===== src/include/efuse_pkg.sv =====
// Constants, carriers and state layout of the eFuse fault and status logic
package efuse_pkg;

  // Counter width shared by every timer but the 3-bit strap settle counter
  localparam int CNT_W = 24;

  // AHB-Lite register map
  localparam logic [7:0] CTRL_OFF = 8'h00;
  localparam logic [7:0] STAT_OFF = 8'h04;

  // Control register fields and reset
  localparam int CTRL_AUTO_BIT = 0;
  localparam int CTRL_BREAKER_BIT = 1;
  localparam int CTRL_PGVAR_BIT = 2;
  localparam logic [2:0] CTRL_RESET = 3'h0;

  // Status register fields
  localparam int ST_SWITCH_BIT = 0;
  localparam int ST_LATCH_BIT = 1;
  localparam int ST_THERM_BIT = 2;
  localparam int ST_FLAG_BIT = 3;
  localparam int ST_AUX_BIT = 4;
  localparam int ST_PG_BIT = 5;
  localparam int ST_CLIM_BIT = 6;
  localparam int ST_REV_BIT = 7;
  localparam int ST_CLAMP_LSB = 8;
  localparam int ST_FTWAIT_BIT = 10;
  localparam int ST_PERSIST_BIT = 11;

  // Timing
  localparam int CLK_PERIOD_NS = 10;
  localparam int FAST_TRIP_WAIT_NS = 30000;
  localparam logic [CNT_W-1:0] FT_CYCLES =
    CNT_W'((FAST_TRIP_WAIT_NS + CLK_PERIOD_NS - 1) / CLK_PERIOD_NS);
  localparam logic [CNT_W-1:0] RETRY_CYCLES_DEF = 24'h00c350;
  localparam logic [CNT_W-1:0] BLANK_CYCLES_DEF = 24'h004e20;
  localparam logic [CNT_W-1:0] PGA_CYCLES_DEF = 24'h000400;
  localparam logic [CNT_W-1:0] PGD_CYCLES_DEF = 24'h000040;
  localparam logic [2:0] STRAP_SETTLE = 3'h4;

  typedef enum logic [1:0] {
    CLAMP_3V8 = 2'b00,
    CLAMP_5V7 = 2'b01,
    CLAMP_13V8 = 2'b10
  } clamp_type;

  // Digitised comparator results, all active high
  typedef struct packed {
    logic thermal_trip;
    logic thermal_cool;
    logic en_on;
    logic en_run;
    logic supply_zero;
    logic undervolt_protect;
    logic rev_polarity;
    logic overvolt_lockout;
    logic overvolt_clamp;
    logic over_current;
    logic short_trip;
    logic sense_open;
    logic sense_short;
    logic reverse_trip;
    logic forward_recover;
    logic gate_full;
    logic good_above_rise;
    logic good_below_fall;
    logic strap_low;
    logic strap_res;
  } comp_type;

  typedef struct packed {
    logic pg_variant;
    logic breaker;
    logic auto_retry;
  } cfg_type;

  typedef struct packed {
    comp_type s1;
    comp_type s2;
    comp_type s3;
    comp_type f;
    cfg_type cfg;
    logic sw_on;
    logic latched;
    logic therm_hold;
    logic [CNT_W-1:0] retry_cnt;
    logic [CNT_W-1:0] blank_cnt;
    logic persist;
    logic [CNT_W-1:0] ft_cnt;
    logic ft_wait;
    logic climit;
    logic rev_block;
    logic aux;
    logic pg;
    logic [CNT_W-1:0] pg_cnt;
    logic flag;
    logic [2:0] strap_cnt;
    logic strap_done;
    clamp_type clamp;
    logic [7:0] hb_addr;
    logic hb_wr;
    logic [31:0] hrdata;
  } state_type;

endpackage


===== src/core/efuse_fault_status_logic.sv =====
// Fault supervision, switch control and status pins of the protection switch
//
// Implementation choices: the AHB-Lite register port and the register offsets.
`timescale 1ns/1ps

module efuse_fault_status_logic #(
  parameter logic [efuse_pkg::CNT_W-1:0] RETRY_CYCLES = efuse_pkg::RETRY_CYCLES_DEF,
  parameter logic [efuse_pkg::CNT_W-1:0] BLANK_CYCLES = efuse_pkg::BLANK_CYCLES_DEF,
  parameter logic [efuse_pkg::CNT_W-1:0] PGA_CYCLES = efuse_pkg::PGA_CYCLES_DEF,
  parameter logic [efuse_pkg::CNT_W-1:0] PGD_CYCLES = efuse_pkg::PGD_CYCLES_DEF
) (
  // Clock and reset
  input wire logic i_core_clk,
  input wire logic i_rst_b,
  // AHB-Lite slave
  input wire logic i_hsel,
  input wire logic [31:0] i_haddr,
  input wire logic [1:0] i_htrans,
  input wire logic i_hwrite,
  input wire logic [2:0] i_hsize,
  input wire logic [31:0] i_hwdata,
  input wire logic i_hready,
  output logic [31:0] o_hrdata,
  output logic o_hreadyout,
  output logic o_hresp,
  // Analog comparator results, asynchronous
  input wire efuse_pkg::comp_type i_comp,
  // Open-drain status pins
  output logic o_fault_flag_n_o,
  output logic o_fault_flag_n_oe_b,
  output logic o_aux_channel_ctrl_o,
  output logic o_aux_channel_ctrl_oe_b,
  output logic o_power_good_out_o,
  output logic o_power_good_out_oe_b,
  // Power stage control
  output logic o_main_switch_on,
  output logic o_current_limit,
  output logic o_blocking_full,
  output efuse_pkg::clamp_type o_clamp_level
);

  localparam logic [efuse_pkg::CNT_W-1:0] ONE = efuse_pkg::CNT_W'(1);

  efuse_pkg::state_type q;
  efuse_pkg::state_type d;

  // Conditions decoded from the filtered levels, the bus strobe and the status word
  logic input_valid;
  logic switch_ok;
  logic retry_go;
  logic oc_event;
  logic pg_rise;
  logic pg_drop;
  logic pg_force;
  logic clear_latch;
  logic bus_take;
  logic [31:0] stat_word;

  function automatic logic [efuse_pkg::CNT_W-1:0] cnt_step(
    input logic [efuse_pkg::CNT_W-1:0] cnt,
    input logic run
  );
    cnt_step = run ? cnt + ONE : '0;
  endfunction

  always_comb begin
    d = q;

    // Three-stage synchroniser; a bit moves once stages two and three agree
    d.s1 = i_comp;
    d.s2 = q.s1;
    d.s3 = q.s2;
    d.f = efuse_pkg::comp_type'((q.s2 & ~(q.s2 ^ q.s3)) | (q.f & (q.s2 ^ q.s3)));

    input_valid = !q.f.undervolt_protect && !q.f.rev_polarity
      && !q.f.overvolt_lockout && !q.f.supply_zero;

    // Only these two levels clear a latch; an enable dip above shutdown is ignored
    clear_latch = q.f.supply_zero || !q.f.en_on;

    // Overcurrent blanking shared by limit, open and shorted sense pin
    oc_event = q.f.over_current || q.f.sense_open || q.f.sense_short;
    d.blank_cnt = q.persist ? '0 : cnt_step(q.blank_cnt, oc_event && q.sw_on);
    if (!oc_event) begin
      d.persist = 1'b0;
    end else if (!q.persist && q.blank_cnt == BLANK_CYCLES - ONE) begin
      d.persist = 1'b1;
    end

    // Thermal shutdown holds until the die cools past hysteresis
    if (q.f.thermal_trip) begin
      d.therm_hold = 1'b1;
    end else if (q.f.thermal_cool) begin
      d.therm_hold = 1'b0;
    end

    // Auto-retry timer runs only once cooled and while still enabled
    retry_go = q.latched && q.cfg.auto_retry && !q.therm_hold && !q.f.thermal_trip
      && q.f.en_on && !q.f.supply_zero;
    d.retry_cnt = cnt_step(q.retry_cnt, retry_go);

    // Latching faults; a new fault wins over an expiring retry
    if (clear_latch) begin
      d.latched = 1'b0;
      d.retry_cnt = '0;
    end else if (retry_go && q.retry_cnt == RETRY_CYCLES - ONE) begin
      d.latched = 1'b0;
      d.retry_cnt = '0;
    end
    if (q.f.thermal_trip
        || (q.persist && q.f.over_current && q.cfg.breaker)
        || (q.persist && q.f.sense_short)) begin
      d.latched = 1'b1;
    end

    // Fast trip on short: switch off, wait, then come back current limited
    if (q.ft_wait) begin
      d.ft_cnt = q.ft_cnt + ONE;
      if (q.ft_cnt == efuse_pkg::FT_CYCLES - ONE) begin
        d.ft_wait = 1'b0;
        d.ft_cnt = '0;
        d.climit = 1'b1;
      end
    end else if (q.f.short_trip && q.sw_on) begin
      d.ft_wait = 1'b1;
      d.ft_cnt = '0;
    end else if (!q.f.over_current && !q.f.short_trip) begin
      d.climit = 1'b0;
    end
    if (q.persist && q.f.over_current && !q.cfg.breaker) begin
      d.climit = 1'b1;
    end

    // Reverse blocking releases only past the forward recovery level
    if (q.f.reverse_trip) begin
      d.rev_block = 1'b1;
    end else if (q.f.forward_recover) begin
      d.rev_block = 1'b0;
    end

    // Main switch; thermal trip acts in the same cycle it is seen
    switch_ok = q.f.en_run && q.f.en_on && input_valid && !q.latched && !q.therm_hold
      && !q.f.thermal_trip && !q.ft_wait && !(q.persist && q.f.sense_open);
    d.sw_on = switch_ok;

    // Fault flag: short circuit, undervolt and overvolt never reach it
    d.flag = q.therm_hold || q.f.thermal_trip || q.latched || q.rev_block
      || (q.persist && oc_event);
    if (clear_latch && !q.therm_hold && !q.rev_block && !q.f.thermal_trip) begin
      d.flag = 1'b0;
    end

    // Aux output set at end of inrush, dropped only by an invalid input
    if (!input_valid) begin
      d.aux = 1'b0;
    end else if (q.f.gate_full && q.sw_on) begin
      d.aux = 1'b1;
    end

    // Power good with separate assert and deassert deglitch
    pg_force = q.f.undervolt_protect || q.f.rev_polarity || q.therm_hold
      || q.f.thermal_trip || (q.latched && q.cfg.breaker);
    pg_drop = q.f.good_below_fall || q.f.overvolt_lockout || q.f.sense_open
      || q.f.sense_short || q.rev_block;
    pg_rise = q.f.gate_full && q.f.good_above_rise && !pg_drop && !pg_force;
    if (pg_force) begin
      d.pg = 1'b0;
      d.pg_cnt = '0;
    end else if (!q.pg) begin
      d.pg_cnt = cnt_step(q.pg_cnt, pg_rise);
      if (pg_rise && q.pg_cnt == PGA_CYCLES - ONE) begin
        d.pg = 1'b1;
        d.pg_cnt = '0;
      end
    end else begin
      d.pg_cnt = cnt_step(q.pg_cnt, pg_drop);
      if (pg_drop && q.pg_cnt == PGD_CYCLES - ONE) begin
        d.pg = 1'b0;
        d.pg_cnt = '0;
      end
    end

    // Strap is caught once, after the synchroniser has settled
    if (!q.strap_done) begin
      d.strap_cnt = q.strap_cnt + 3'h1;
      if (q.strap_cnt == efuse_pkg::STRAP_SETTLE) begin
        d.strap_done = 1'b1;
        if (q.f.strap_low) begin
          d.clamp = efuse_pkg::CLAMP_3V8;
        end else if (q.f.strap_res) begin
          d.clamp = efuse_pkg::CLAMP_13V8;
        end else begin
          d.clamp = efuse_pkg::CLAMP_5V7;
        end
      end
    end

    // Status word
    stat_word = '0;
    stat_word[efuse_pkg::ST_SWITCH_BIT] = q.sw_on;
    stat_word[efuse_pkg::ST_LATCH_BIT] = q.latched;
    stat_word[efuse_pkg::ST_THERM_BIT] = q.therm_hold;
    stat_word[efuse_pkg::ST_FLAG_BIT] = q.flag;
    stat_word[efuse_pkg::ST_AUX_BIT] = q.aux;
    stat_word[efuse_pkg::ST_PG_BIT] = q.pg;
    stat_word[efuse_pkg::ST_CLIM_BIT] = q.climit;
    stat_word[efuse_pkg::ST_REV_BIT] = q.rev_block;
    stat_word[efuse_pkg::ST_CLAMP_LSB +: 2] = q.clamp;
    stat_word[efuse_pkg::ST_FTWAIT_BIT] = q.ft_wait;
    stat_word[efuse_pkg::ST_PERSIST_BIT] = q.persist;

    // AHB-Lite: zero wait states, read data loaded at the address phase
    bus_take = i_hsel && i_htrans[1] && i_hready;
    if (q.hb_wr && q.hb_addr == efuse_pkg::CTRL_OFF) begin
      d.cfg.auto_retry = i_hwdata[efuse_pkg::CTRL_AUTO_BIT];
      d.cfg.breaker = i_hwdata[efuse_pkg::CTRL_BREAKER_BIT];
      d.cfg.pg_variant = i_hwdata[efuse_pkg::CTRL_PGVAR_BIT];
    end
    d.hb_wr = bus_take && i_hwrite;
    d.hb_addr = bus_take ? i_haddr[7:0] : q.hb_addr;
    if (bus_take && !i_hwrite) begin
      if (i_haddr[7:0] == efuse_pkg::CTRL_OFF) begin
        d.hrdata = {29'h0, q.cfg.pg_variant, q.cfg.breaker, q.cfg.auto_retry};
      end else if (i_haddr[7:0] == efuse_pkg::STAT_OFF) begin
        d.hrdata = stat_word;
      end else begin
        d.hrdata = 32'h0;
      end
    end
  end

  always_ff @(posedge i_core_clk or negedge i_rst_b) begin
    if (!i_rst_b) begin
      q <= '0;
      q.cfg <= efuse_pkg::cfg_type'(efuse_pkg::CTRL_RESET);
      q.clamp <= efuse_pkg::CLAMP_5V7;
    end else begin
      q <= d;
    end
  end

  // Outputs
  assign o_hrdata = q.hrdata;
  assign o_hreadyout = 1'b1;
  assign o_hresp = 1'b0;
  assign o_fault_flag_n_o = 1'b0;
  assign o_fault_flag_n_oe_b = !(q.flag && !q.cfg.pg_variant);
  assign o_aux_channel_ctrl_o = 1'b0;
  assign o_aux_channel_ctrl_oe_b = q.aux;
  assign o_power_good_out_o = 1'b0;
  assign o_power_good_out_oe_b = q.pg;
  assign o_main_switch_on = q.sw_on;
  assign o_current_limit = q.climit;
  assign o_blocking_full = !q.rev_block;
  assign o_clamp_level = q.clamp;
endmodule


===== config.mk =====
export PLATFORM = sky130hd
export DESIGN_NAME = efuse_fault_status_logic
export DESIGN_NICKNAME = d
export VERILOG_FILES = /design/src/include/efuse_pkg.sv /design/src/core/efuse_fault_status_logic.sv
export SDC_FILE = /design/constraint.sdc
export NUM_CORES = 1
export LEC_CHECK = 0
export BUFFER_PORTS_ARGS = -buffer_cell sky130_fd_sc_hd__buf_2
export CORE_UTILIZATION = 45
export DETAILED_ROUTE_END_ITERATION = 16
export PLACE_DENSITY = 0.75
export SYNTH_ARGS = -nofsm -noshare
export SYNTH_HDL_FRONTEND = slang
export SYNTH_SLANG_ARGS = --single-unit

===== constraint.sdc =====
create_clock -name i_core_clk -period 5.1 [get_ports i_core_clk]
set_clock_uncertainty 0.15 [all_clocks]
set_input_delay 0 -clock i_core_clk [delete_from_list [all_inputs] [get_ports i_core_clk]]
set_output_delay 0 -clock i_core_clk [all_outputs]
set_load 0.02 [all_outputs]

[Word-level counts from Yosys, hierarchy flattened]
Index checks and enable logic that the tools add are counted.
Word-level totals
  word-level logic and storage cells: 248
  output and inout port bits: 45
  register bits: 236
Operators by class
  reductions and logical operators: 88
  equal/unequal tests: 11
  bitwise gates (word level): 6
  $add $sub $neg: 5
  multiplexer cells: 35
Operators by type and width (count)
  $mux W24: 7
  $mux W25: 5
  $add A24 B1 Y24 const B: 4
  $mux W26: 2
  $logic_and A1 B1 Y1: 42
  $and A20 B20 Y20: 2
  $eq A24 B10 Y1 const B: 1
  $eq A24 B12 Y1 const B: 1
  $eq A24 B15 Y1 const B: 1
  $eq A24 B16 Y1 const B: 1
  $eq A24 B6 Y1 const B: 1
  $mux W12: 2
  $logic_not A1 Y1: 20
  $not A20 Y20: 1
  $or A20 B20 Y20: 1
  $xor A20 B20 Y20: 1
  $logic_or A1 B1 Y1: 17
  $logic_not A8 Y1: 2
  $mux W1: 15
  $eq A8 B3 Y1 const B: 1
  $mux W3: 2
  $reduce_bool A2 Y1: 3
  $reduce_bool A3 Y1: 2
  $mux W2: 2
  8 further kinds: 9

[Logic depth before layout (Yosys ltp)]
  depth after elaboration: 11
  gate-level depth with buffers: 8
  mapped depth without buffers: 6

[Least setup slack after synthesis]
No wires, ideal clock.
  path type: register to register
  start point: register q[74] (netlist bit)
  end point: register q[61] (netlist bit)
  slack: 3.024 ns
  setup time: 0.073 ns
  stages on the path, launching flop included: 7
  arrival: 1.854 ns
  path through: dfrtp_1 > or4_4 > or4_1 > a21oi_2 > o21ai_2 > buf_6 > nor2_1
RTL lines
  from (decl): RTL line efuse_fault_status_logic.sv:44  | efuse_pkg::state_type q;

==> flow_summary.ini <==
[layout]
drive_gt1_frac = 0.128
fin_nets = 1001
finalInstanceArea_um2 = 10700
area.growth.synth_to_final_pct = 18.6
diodes = 0

[power_and_ir_drop]
seqPwrFrac = 0.499
cellPowerDensity_nw_per_um2 = 340
total_power_mw = 3.62
internal_power_mw = 2.79
ir_drop_mv = 0.256
clkPwrFrac = 0.443
p_sw_frac = 0.229
p_comb_frac = 0.058
power.net_switching_mw = 0.830
p_leak_nw = 4.57

[sta]
tightestPinTransition_ns = 1.14
slew_headroom = 0.235
setup_viol = 0
grt_setup_unrepaired = false
finalHoldViolations = 0
setup_tns_ns = 0
period_share = 0.504
drv_slew = 0
fmax_mhz = 389
timing.final.crit_period_ns = 2.57

[min_path]
hp-class = in -> async

[clocking]
root_buffer = clkbuf_16
worst_skew_pair.late_latency_ns = 0.52
post-cts-setup-buffers = 0
cts_tree = done
path_clk_slew_ns = 0.06
clockBufferDepth = 3
htree_num_levels = 1
cts_sinks = 212
cts-buffers-inserted = 22

[synth]
syn_area_um2 = 8990
ys_ff_latch = 212
syn_avg_cell_area_um2 = 11.3
synthMuxAreaShare = 0.0184
synthAdderAreaFrac = 0.0295
synth_area_leader_cell = dfrtp_1
synth_compound_area_frac = 0.0645
ys_types = 57
yosysWarnings = 0
synthTopCellsByCount = dfrtp_1, nor2_1, nand2_1, xor2_1
synth_xor_area_frac = 0.0682
synth-simple-area-share = 0.176
ys_top_cells_by_area = dfrtp_1, xor2_1, nor2_1
synth_top_family_by_area = simple AND/OR/NAND/NOR gates
synth-edff-count = 0
synth_ff_type = dfrtp_1
synth.top_cell.area_share = 0.588
synth_most_common_cell = dfrtp_1
async_flop_share = 1.00
syn_inst = 798
ys_seq_area_frac = 0.591

[floorplanning]
die_x_um = 143
ios = 139
die_h_um = 143
die-area_um2 = 20500
start_util = 0.460
core_area_um2 = 19500
placementRows = 51

[worst_setup_path]
max_stage_delay_ns = 0.78
worst_ep_required_time_ns = 5.29
critPathTopFamily = compound AO/OA/AOI/OAI gates
crit_fanout = 24
startpoint = q[74]
critical_path.cell_chain = or4_4 -> o21ai_0 -> a31oi_1 -> o21ai_2 -> nor2_1
endpoint_kind = flop
regToRegStartpoint = q[74]
cp.arrival_ns = 2.76
crit_type = reg -> reg
critical_path_buf_inv_count = 0
critPathSlowestCell = o21ai_2
cp-start-kind = flop

[grt]
overflow = 0
grt_max_degree = 111
grt_pass1_vias = 6118
grt_antenna_before_repair = 0
grt_pass1_wl_um = 30600
grt_usage = 0.187

[route]
firstDrtPassIters = 4
routed_wl_um = 18100
drt-initial-drc-count = 389
num_vias = 6260
final_antenna_net_count = 0
drc_errors = 0
viasPerCell = 5.30
wl_per_cell_um = 15.3

[placement]
gp_congestion = 0.857
place_hpwl_um = 11100
port_buffers = 55
placed_area_um2 = 9330

[run_status]
status = finished clean

[flow_run]
cap_violations = 0
-- routing by layer --
metal	up-vias	share of wire	track usage
li1	2945	-	-
met1	3132	0.44	0.251
met2	150	0.49	0.310
met3	33	0.046	0.0330
met4	0	0.023	0.0560
met5	-	0	0
-- layout by cell type (no fill, tap or decap), types with 21 or more instances in the layout --
master	Yosys	final
dfrtp_1	211	211
nor2_1	92	92
dlygate4sd3_1	0	58
buf_2	5	54
nand2_1	46	46
xor2_1	42	42
nand3_1	39	39
nand4_1	28	28
xnor2_1	28	28
conb_1	2	25
clkbuf_16	0	22
o21ai_0	21	21
-- state kept, by name, indices dropped and copies added (netlist names), named ones only --
| signal | cells |
|---|---|
| o_aux_channel_ctrl_oe_b | 1 |
| o_power_good_out_oe_b | 1 |
| o_current_limit | 1 |
| o_clamp_level | 2 |
| o_hrdata | 12 |
| o_main_switch_on | 1 |
| q | 137 |
| d | 38 |
-- final timing paths --
check / to / slack, ns / cells after the start
hold reg to reg: d[178] / 0.19 / 0
hold / removal: q[97] / 0.02 / 2
setup reg to reg: q[67] / 2.53 / 5
max in group asynchronous: d[180] / 3.76 / 3
min in group i_core_clk: q[38] / 0.03 / 3
setup / recovery: q[67] / 2.53 / 5
-- what timing repair did --
item	4_1_cts	5_1_grt
hold endpoints to repair	143	0
hold buffers	58	0
resized for setup	0	0
-- area by class of cell --
type / instances / area [µm²]
repair buffers: 117 / 907
flip-flops and latches: 212 / 5310
fillers: 1656 / 8870
inverters: 18 / 67.6
clock buffers: 28 / 603
well taps: 265 / 332
clock inverters: 12 / 139
multi-input cells: 530 / 3300
-- logic make-up (layout without fill, tap and decap cells) --
logic type | Yosys count | count (layout)
AO/OA/AOI/OAI | 87 | 87
XOR/XNOR | 70 | 70
adder cells (fa/ha/maj) | 25 | 25
buffers and inverters | 79 | 175
flip-flops | 212 | 212
multiplexers | 15 | 15
other | 2 | 25
AND/OR/NAND/NOR | 308 | 308
-- power by group through the flow --
stage / Clock [mW] / Combinational (mW) / Sequential (mW)
after floorplan: 0 / 0.111 / 1.81
final: 1.61 / 0.211 / 1.81
after CTS: 1.64 / 0.208 / 1.81
after global placement: 0 / 0.158 / 1.83
after global routing: 1.72 / 0.235 / 1.81
after detailed placement: 0 / 0.163 / 1.83
-- metrics by stage --
stage	setup WS, ns	utilization	hold WS (ns)	std cells
after global placement	2.63	0.478	-0.0420	1084
final	2.53	0.546	0.0225	1182
after global routing	2.34	0.546	0.0797	1182
after CTS	2.53	0.546	0.00557	1182
after floorplan	3.02	-	-0.446	821
after detailed placement	2.55	0.478	-0.0407	1084
Power figures use the tool's default switching activity.
